===== src/common/ebt_pkg.sv =====
// Package with register map, field layout and shared types for the 8-bit timer
package ebt_pkg;

    // ------------------------------------------------------------------
    // Register offsets on the special function register port
    // ------------------------------------------------------------------
    localparam logic [7:0] EBT_ADDR_COUNTER_VALUE = 8'hca;
    localparam logic [7:0] EBT_ADDR_TIMER_CONTROL = 8'hcb;
    localparam logic [7:0] EBT_ADDR_CHAN0_CONTROL = 8'hcc;
    localparam logic [7:0] EBT_ADDR_CHAN0_COMPARE = 8'hcd;
    localparam logic [7:0] EBT_ADDR_CHAN1_CONTROL = 8'hce;
    localparam logic [7:0] EBT_ADDR_CHAN1_COMPARE = 8'hcf;
    localparam logic [7:0] EBT_ADDR_TIMER_FLAGS   = 8'hd8;

    // ------------------------------------------------------------------
    // Field positions
    // ------------------------------------------------------------------
    localparam int EBT_CTL_DIV_LSB   = 5;
    localparam int EBT_CTL_START_BIT = 4;
    localparam int EBT_CTL_TERMINAL_COUNT_IRQ_MASK_BIT = 3;
    localparam int EBT_CTL_CLR_BIT   = 2;
    localparam int EBT_CTL_MODE_LSB  = 0;
    localparam int EBT_CCTL_IM_BIT   = 6;
    localparam int EBT_CCTL_CMP_LSB  = 3;
    localparam int EBT_CCTL_EN_BIT   = 2;
    localparam int EBT_FLG_TC_BIT    = 0;
    localparam int EBT_FLG_CH0_BIT   = 1;
    localparam int EBT_FLG_CH1_BIT   = 2;

    // ------------------------------------------------------------------
    // Reset values and writable masks
    // ------------------------------------------------------------------
    localparam logic [7:0] EBT_CTL_RESET   = 8'h08;
    localparam logic [7:0] EBT_CCTL_RESET  = 8'h40;
    localparam logic [7:0] EBT_CCTL_WMASK  = 8'h7f;
    localparam logic [7:0] EBT_CTL_WMASK   = 8'hfb;
    localparam logic [7:0] EBT_ZERO        = 8'h00;
    localparam logic [7:0] EBT_TOP         = 8'hff;
    localparam logic [6:0] EBT_PRE_ONE     = 7'h01;
    localparam logic [7:0] EBT_CNT_ONE     = 8'h01;

    // ------------------------------------------------------------------
    // Counting modes and compare output actions
    // ------------------------------------------------------------------
    typedef enum logic [1:0] {
        EBT_MODE_FREE   = 2'h0,
        EBT_MODE_DOWN   = 2'h1,
        EBT_MODE_MODULO = 2'h2,
        EBT_MODE_UPDOWN = 2'h3
    } ebt_mode_t;

    localparam logic [2:0] EBT_ACT_SET      = 3'h0;
    localparam logic [2:0] EBT_ACT_CLEAR    = 3'h1;
    localparam logic [2:0] EBT_ACT_TOGGLE   = 3'h2;
    localparam logic [2:0] EBT_ACT_SET_UP   = 3'h3;
    localparam logic [2:0] EBT_ACT_CLR_UP   = 3'h4;
    localparam logic [2:0] EBT_ACT_SET_ALT  = 3'h5;
    localparam logic [2:0] EBT_ACT_CLR_ALT  = 3'h6;

    // ------------------------------------------------------------------
    // Register port request and complete block state
    // ------------------------------------------------------------------
    typedef struct packed {
        logic [7:0] addr;
        logic       wr;
        logic       rd;
        logic [7:0] wdata;
    } ebt_sfr_req_t;

    typedef struct packed {
        logic [7:0] cnt;
        logic       dir_down;
        logic [6:0] pre;
        logic [7:0] ctl;
        logic [7:0] cctl0;
        logic [7:0] cctl1;
        logic [7:0] cc0_wr;
        logic [7:0] cc0_act;
        logic [7:0] cc1;
        logic [2:0] flags;
        logic [1:0] pins;
        logic       irq;
        logic [1:0] dma;
        logic [7:0] rdata;
    } ebt_state_t;

endpackage : ebt_pkg


===== src/rtl/ebt_timer.sv =====
// 8-bit timer with prescaler, four counting modes and two compare channels
`timescale 1ns/100ps

module ebt_timer
    import ebt_pkg::*;
(
    input  wire logic       i_mclk,
    input  wire logic       i_nrst,
    input  wire logic       i_tick,
    input  wire logic [7:0] i_sfr_addr,
    input  wire logic       i_sfr_wr,
    input  wire logic       i_sfr_rd,
    input  wire logic [7:0] i_sfr_wdata,
    output logic      [7:0] o_sfr_rdata,
    output logic      [1:0] o_cmp_pin,
    output logic            o_irq,
    output logic            o_dma_trig_chan0,
    output logic            o_dma_trig_chan1
);

    // ------------------------------------------------------------------
    // Helpers
    // ------------------------------------------------------------------

    // Low prescaler bits that must all be one for an active edge
    function automatic logic [6:0] ebt_div_mask(input logic [2:0] div);
        ebt_div_mask = 7'((8'h01 << div) - 8'h01);
    endfunction : ebt_div_mask

    // Next level of a compare pin for one active edge
    function automatic logic ebt_pin_next(input logic [2:0] act,
                                          input logic       cur,
                                          input logic       hit,
                                          input logic       up,
                                          input logic       zero,
                                          input logic       alt_clr,
                                          input logic       alt_set);
        logic v;
        v = cur;
        unique case (act)
            EBT_ACT_SET:     if (hit) v = 1'b1;
            EBT_ACT_CLEAR:   if (hit) v = 1'b0;
            EBT_ACT_TOGGLE:  if (hit) v = ~cur;
            EBT_ACT_SET_UP: begin
                if (zero) v = 1'b0;
                if (hit) v = up;
            end
            EBT_ACT_CLR_UP: begin
                if (zero) v = 1'b1;
                if (hit) v = ~up;
            end
            EBT_ACT_SET_ALT: begin
                if (alt_clr) v = 1'b0;
                if (hit) v = 1'b1;
            end
            EBT_ACT_CLR_ALT: begin
                if (alt_set) v = 1'b1;
                if (hit) v = 1'b0;
            end
            default: v = cur;
        endcase
        ebt_pin_next = v;
    endfunction : ebt_pin_next

    // ------------------------------------------------------------------
    // State and decoded request
    // ------------------------------------------------------------------
    ebt_state_t   s_r;
    ebt_state_t   s_nxt;
    ebt_sfr_req_t req;
    ebt_mode_t    mode;
    logic         edge_act;
    logic         running;
    logic         wr_ctl;
    logic         hit0;
    logic         hit1;
    logic         tc_ev;
    logic [2:0]   set_ev;
    logic         up_cnt;

    assign req  = '{addr: i_sfr_addr, wr: i_sfr_wr, rd: i_sfr_rd, wdata: i_sfr_wdata};
    assign mode = ebt_mode_t'(s_r.ctl[EBT_CTL_MODE_LSB +: 2]);

    // Active edge of the prescaled tick
    assign edge_act = i_tick && ((s_r.pre & ebt_div_mask(s_r.ctl[EBT_CTL_DIV_LSB +: 3]))
                      == ebt_div_mask(s_r.ctl[EBT_CTL_DIV_LSB +: 3]));
    assign running  = edge_act && s_r.ctl[EBT_CTL_START_BIT];
    assign wr_ctl   = req.wr && (req.addr == EBT_ADDR_TIMER_CONTROL);
    assign up_cnt   = (mode != EBT_MODE_DOWN) && !s_r.dir_down;

    // Compare matches of the running counter, gated by channel enable
    assign hit0 = running && s_r.cctl0[EBT_CCTL_EN_BIT] && (s_r.cnt == s_r.cc0_act);
    assign hit1 = running && s_r.cctl1[EBT_CCTL_EN_BIT] && (s_r.cnt == s_r.cc1);

    // Terminal-count event per mode
    always_comb begin
        tc_ev = 1'b0;
        if (running) begin
            unique case (mode)
                EBT_MODE_FREE:   tc_ev = (s_r.cnt == EBT_TOP);
                EBT_MODE_DOWN:   tc_ev = (s_r.cnt == EBT_CNT_ONE);
                EBT_MODE_MODULO: tc_ev = (s_r.cnt >= s_r.cc0_act);
                EBT_MODE_UPDOWN: tc_ev = s_r.dir_down && (s_r.cnt == EBT_CNT_ONE);
            endcase
        end
    end
    assign set_ev = {hit1, hit0, tc_ev};

    // ------------------------------------------------------------------
    // Next-state logic
    // ------------------------------------------------------------------
    always_comb begin
        s_nxt     = s_r;
        s_nxt.dma = 2'h0;
        if (i_tick) begin
            s_nxt.pre = s_r.pre + EBT_PRE_ONE;
        end

        // Counter stepping
        if (running) begin
            unique case (mode)
                EBT_MODE_FREE: s_nxt.cnt = s_r.cnt + EBT_CNT_ONE;
                EBT_MODE_DOWN: begin
                    if (s_r.cnt != EBT_ZERO) s_nxt.cnt = s_r.cnt - EBT_CNT_ONE;
                end
                EBT_MODE_MODULO: begin
                    s_nxt.cnt = tc_ev ? EBT_ZERO : s_r.cnt + EBT_CNT_ONE;
                end
                EBT_MODE_UPDOWN: begin
                    if (!s_r.dir_down && (s_r.cnt >= s_r.cc0_act)) begin
                        s_nxt.dir_down = (s_r.cnt != EBT_ZERO);
                        s_nxt.cnt      = (s_r.cnt != EBT_ZERO) ? s_r.cnt - EBT_CNT_ONE
                                                               : EBT_ZERO;
                    end else if (s_r.dir_down && (s_r.cnt == EBT_ZERO)) begin
                        s_nxt.dir_down = 1'b0;
                        s_nxt.cnt      = EBT_CNT_ONE;
                    end else if (s_r.dir_down) begin
                        s_nxt.cnt = s_r.cnt - EBT_CNT_ONE;
                    end else begin
                        s_nxt.cnt = s_r.cnt + EBT_CNT_ONE;
                    end
                end
            endcase
        end

        // Channel 0 compare takes effect at count zero, or on a start in down mode
        if (s_r.cnt == EBT_ZERO) begin
            s_nxt.cc0_act = s_r.cc0_wr;
        end

        // Compare pins, registered so every edge is clean
        if (running) begin
            s_nxt.pins[0] = ebt_pin_next(s_r.cctl0[EBT_CCTL_CMP_LSB +: 3], s_r.pins[0],
                                         hit0, up_cnt,
                                         s_r.cctl0[EBT_CCTL_EN_BIT] && s_r.cnt == EBT_ZERO,
                                         s_r.cctl0[EBT_CCTL_EN_BIT] && s_r.cnt == EBT_TOP,
                                         s_r.cctl0[EBT_CCTL_EN_BIT] && s_r.cnt == EBT_ZERO);
            s_nxt.pins[1] = ebt_pin_next(s_r.cctl1[EBT_CCTL_CMP_LSB +: 3], s_r.pins[1],
                                         hit1, up_cnt,
                                         s_r.cctl1[EBT_CCTL_EN_BIT] && s_r.cnt == EBT_ZERO,
                                         s_r.cctl1[EBT_CCTL_EN_BIT] && s_r.cnt == s_r.cc0_act,
                                         s_r.cctl1[EBT_CCTL_EN_BIT] && s_r.cnt == s_r.cc0_act);
        end
        s_nxt.dma = {hit1, hit0};

        // Register writes
        if (req.wr) begin
            unique case (req.addr)
                EBT_ADDR_TIMER_CONTROL: begin
                    s_nxt.ctl = req.wdata & EBT_CTL_WMASK;
                    if (req.wdata[EBT_CTL_START_BIT] && !s_r.ctl[EBT_CTL_START_BIT] &&
                        req.wdata[EBT_CTL_MODE_LSB +: 2] == EBT_MODE_DOWN) begin
                        s_nxt.cnt     = s_r.cc0_wr;
                        s_nxt.cc0_act = s_r.cc0_wr;
                    end
                    if (req.wdata[EBT_CTL_CLR_BIT]) begin
                        s_nxt.cnt      = EBT_ZERO;
                        s_nxt.dir_down = 1'b0;
                    end
                end
                EBT_ADDR_CHAN0_CONTROL: s_nxt.cctl0 = req.wdata & EBT_CCTL_WMASK;
                EBT_ADDR_CHAN0_COMPARE: s_nxt.cc0_wr = req.wdata;
                EBT_ADDR_CHAN1_CONTROL: s_nxt.cctl1 = req.wdata & EBT_CCTL_WMASK;
                EBT_ADDR_CHAN1_COMPARE: s_nxt.cc1 = req.wdata;
                EBT_ADDR_TIMER_FLAGS:   s_nxt.flags = s_r.flags & req.wdata[2:0];
                default:                s_nxt.ctl = s_nxt.ctl;
            endcase
        end

        // Hardware set wins over a software clear in the same cycle
        s_nxt.flags = s_nxt.flags | set_ev;

        // One request line, level while any enabled flag is pending
        s_nxt.irq = |(s_r.flags & {s_r.cctl1[EBT_CCTL_IM_BIT], s_r.cctl0[EBT_CCTL_IM_BIT],
                                   s_r.ctl[EBT_CTL_TERMINAL_COUNT_IRQ_MASK_BIT]});

        // Registered read data
        s_nxt.rdata = EBT_ZERO;
        if (req.rd) begin
            unique case (req.addr)
                EBT_ADDR_COUNTER_VALUE: s_nxt.rdata = s_r.cnt;
                EBT_ADDR_TIMER_CONTROL: s_nxt.rdata = s_r.ctl;
                EBT_ADDR_CHAN0_CONTROL: s_nxt.rdata = s_r.cctl0;
                EBT_ADDR_CHAN0_COMPARE: s_nxt.rdata = s_r.cc0_wr;
                EBT_ADDR_CHAN1_CONTROL: s_nxt.rdata = s_r.cctl1;
                EBT_ADDR_CHAN1_COMPARE: s_nxt.rdata = s_r.cc1;
                EBT_ADDR_TIMER_FLAGS:   s_nxt.rdata = {5'h00, s_r.flags};
                default:                s_nxt.rdata = EBT_ZERO;
            endcase
        end
    end

    // ------------------------------------------------------------------
    // State register
    // ------------------------------------------------------------------
    always_ff @(posedge i_mclk or negedge i_nrst) begin
        if (!i_nrst) begin
            s_r       <= '0;
            s_r.ctl   <= EBT_CTL_RESET;
            s_r.cctl0 <= EBT_CCTL_RESET;
            s_r.cctl1 <= EBT_CCTL_RESET;
        end else begin
            s_r <= s_nxt;
        end
    end

    // Outputs straight from the state register
    assign o_sfr_rdata      = s_r.rdata;
    assign o_cmp_pin        = s_r.pins;
    assign o_irq            = s_r.irq;
    assign o_dma_trig_chan0 = s_r.dma[0];
    assign o_dma_trig_chan1 = s_r.dma[1];
endmodule : ebt_timer


===== config.mk =====
export PLATFORM = sky130hd
export DESIGN_NAME = ebt_timer
export DESIGN_NICKNAME = d
export VERILOG_FILES = /design/src/common/ebt_pkg.sv /design/src/rtl/ebt_timer.sv
export SDC_FILE = /design/constraint.sdc
export NUM_CORES = 1
export LEC_CHECK = 0
export BUFFER_PORTS_ARGS = -buffer_cell sky130_fd_sc_hd__buf_2
export CAP_MARGIN = 5
export CORE_MARGIN = 5
export CORE_UTILIZATION = 40
export CTS_CLUSTER_SIZE = 14
export DETAILED_ROUTE_END_ITERATION = 7
export PLACE_DENSITY = 0.64
export SYNTH_ARGS = -nofsm -noshare
export SYNTH_HDL_FRONTEND = slang
export SYNTH_SLANG_ARGS = --single-unit

===== constraint.sdc =====
create_clock -name i_mclk -period 3.3 [get_ports i_mclk]
set_clock_uncertainty 0.05 [all_clocks]
set_input_delay 0.165 -clock i_mclk [delete_from_list [all_inputs] [get_ports i_mclk]]
set_output_delay 0.165 -clock i_mclk [all_outputs]
set_load 0.05 [all_outputs]

==> metrics.md <==
| Metric | Value |
|---|---|
| Total Routing Usage GR | `19.0%` |
| Syn Inst Count | `462` |
| Status | `finished clean` |
| GR Overflow Total | `0` |
| Clock tree buffer depth | `2` |
| Post-Syn Nets | `496` |
| Antenna violations before repair | `0` |
| Final nets | `517` |
| Site Rows | `39` |
| First drt pass iteration count | `5` |
| Final setup viols | `0` |
| Relative slew slack | `33.5%` |
| Met2 usage | `28.5%` |
| Full die area | `14100 um^2` |
| Slowest stage delay, CP | `480 ps` |
| Drt drc | `0` |
| Synth area leader | `dfrtp_1` |
| Via density | `5.99` |
| Final HPWL DP | `9200 um` |
| Post-synthesis async set-or-reset flop share | `100%` |
| Max cap viols | `0` |
| Number of synthesized flops with an enable pin | `0` |
| Ranking of synthesized cells by area | `dfrtp_1, mux2_2, nand2_1` |
| Die Wd | `119 um` |
| Vias in the first global route | `3774` |
| Worst Setup End Kind | `flip-flop` |
| Layout area overhead | `11.0%` |
| #FFs+latches synth | `77` |
| RD Place Congestion | `0.969` |
| Register area share after synthesis | `40.8%` |
| Netlist cell types | `69` |
| GR peak layer | `met2` |
| Hold Path Class | `in2reg` |
| Final Max Slew Viols | `0` |
| CP cell instances | `inv_1, ha_1, nor3b_1, and2_1, inv_2, nor3_2, o21ai_1, a31oi_1, mux2_1` |
| Initial Util | `41.1%` |
| Top cell type's share of synthesized area | `39.1%` |
| Max FO, Critical Path | `9` |
| H-tree depth | `3` |
| Worst Tran Pin Value | `997 ps` |
| Initial DRC Count | `438` |
| Worst skew pair latency | `350 ps` |
| Largest net degree at the start of global routing | `78` |
| Total CTS buffers | `9` |
| CP arrival | `2940 ps` |
| Power per cell area | `537 nW/um^2` |
| Final Hold Fails | `0` |
| Antenna fix cells | `0` |
| Via count | `3777` |
| Hold-fix buffers at CTS | `1` |
| Clock Pin Slew Worst Setup and Hold Paths | `60 ps` |
| Port-buffer cells | `33` |
| M3 GR Usage | `5.01%` |
| Synth Cell Area | `4730 um^2` |
| Root Buffer | `clkbuf_16` |
| Min Hold Slack | `12.5 ps` |
| Critical Path Slowest Stage Cell | `dfrtp_1` |
| Core area | `11500 um^2` |
| Kind of critical path | `reg2reg` |
| Main synth FF type | `dfrtp_1` |
| Leakage | `2.38 nW` |
| Final worst path period share | `83.7%` |
| RSZ-0062 raised after global routing | `false` |
| Routed wire length | `12900 um` |
| CTS tree | `done` |
| Mean cell area of the mapped netlist | `10.2 um^2` |
| Post-CTS setup buffers | `0` |
| CTS sink cnt | `77` |
| Max frequency | `0.362 GHz` |
| ANT nets after route | `0` |
| Die H | `119 um` |
| Startpoint types | `flip-flop` |
| First-pass GRT wire length | `20900 um` |
| Max rail drop VDD | `0.000387 V` |
| Yosys warns | `0` |
| Met1 usage | `25.7%` |
| Commonest cells after routing, fill and taps aside | `dfrtp_1, nand2_1, buf_2, mux2_2, o21ai_0` |
| Ports | `34` |
| Layout cells sized above 1 | `24.0%` |
| # resized after CTS | `0` |
| Commonest non-fill, non-tap cell in the layout | `dfrtp_1` |
| Setup TNS | `0 ps` |
| Critical Path RT | `3480 ps` |
| Fin crit period | `2760 ps` |
| Post-DR wirelength/cell | `20.5 um` |
==> Yosys cell counts (4+ instances only) <==
master    number
and2_1         7
mux2_4         8
nand3_1        5
inv_1         15
a21oi_1       19
ha_1          13
xor2_1        12
buf_4         13
a31oi_1        8
dfrtp_1       74
buf_2          9
xnor2_1        8
mux2_1         7
nand2_1       57
nand2b_1       5
mux2_2        29
clkbuf_1      10
mux2i_1        8
a22oi_1       16
nor3_1         7
and3_1         4
nand4_1       10
o21ai_1        7
o211ai_1       6
nor2_1        18
o21a_1         4
o21ai_0       20
==> power by group <==
| part | switching [mW] | total (mW) | internal, mW |
|---|---|---|---|
| combinational | 0.367 | 0.652 | 0.285 |
| clock | 0.382 | 0.988 | 0.606 |
| sequential | 0.138 | 1.18 | 1.05 |
==> routing by layer <==
layer / wire length [um] / vias up
met4: 384 / 0
met5: 0 / -
met3: 922 / 28
met2: 5890 / 165
met1: 5710 / 1880
li1: - / 1704
==> state kept, by name (all words and copies together) (netlist names) <==
signal and cells:
mode 2, o_cmp_pin 2, o_dma_trig_chan0 1, o_dma_trig_chan1 1
o_irq 1, o_sfr_rdata 8, s_r 62
==> per-stage QoR <==
| stage | instances | utilization [%] | cell area, um^2 | power, mW | setup WS, ps |
|---|---|---|---|---|---|
| floorplan | 462 | - | 4730 | 1.63 | 947 |
| global placement | 614 | 43.0 | 4950 | 1.82 | 724 |
| detailed placement | 614 | 43.0 | 4950 | 1.83 | 610 |
| CTS | 631 | 45.6 | 5250 | 2.83 | 592 |
| global route | 631 | 45.6 | 5250 | 2.96 | 343 |
| finish | 631 | 45.6 | 5250 | 2.82 | 537 |
==> worst max-delay path, delay by kind of cell (launching register included) <==
family	cells	cell delay (ps)
AO/OA/AOI/OAI	2	290
adder cells (fa/ha/maj)	1	240
buffers and inverters	2	320
flip-flops	1	480
multiplexers	1	350
AND/OR/NAND/NOR	3	920
==> worst paths after layout <==
path / startpoint / to / slack (ps) / cells after the start
max: s_r[72]$_DFF_PN0_ / o_cmp_pin[0]$_DFFE_PN0P_ / 540 / 9
min: i_sfr_wdata[7] / s_r[63]$_DFFE_PN0P_ / 10 / 3
max reg2reg: s_r[72]$_DFF_PN0_ / o_cmp_pin[0]$_DFFE_PN0P_ / 540 / 9
min reg2reg: s_r[70]$_DFFE_PN0P_ / s_r[70]$_DFFE_PN0P_ / 410 / 1
max in group asynchronous: i_nrst / s_r[30]$_DFF_PN0_ / 2090 / 2
min in group asynchronous: i_nrst / s_r[64]$_DFFE_PN0P_ / 470 / 2
==> area by class of cell <==
type / instances / area, um^2
clock buffers: 14 / 254
clock inverters: 2 / 35.0
fillers: 1075 / 6260
inverters: 16 / 60.1
multi-input cells: 336 / 2550
flip-flops and latches: 77 / 1930
well taps: 143 / 179
repair buffers: 43 / 245
==> logic make-up after synthesis <==
group | share of synthesized area (%)
multiplexers | 13.7
flip-flops | 40.8
AO/OA/AOI/OAI | 15.5
AND/OR/NAND/NOR | 17.5
XOR/XNOR | 3.70
buffers and inverters | 5.31
adder cells (fa/ha/maj) | 3.44
Note: power is estimated with default switching activity, not from simulation.
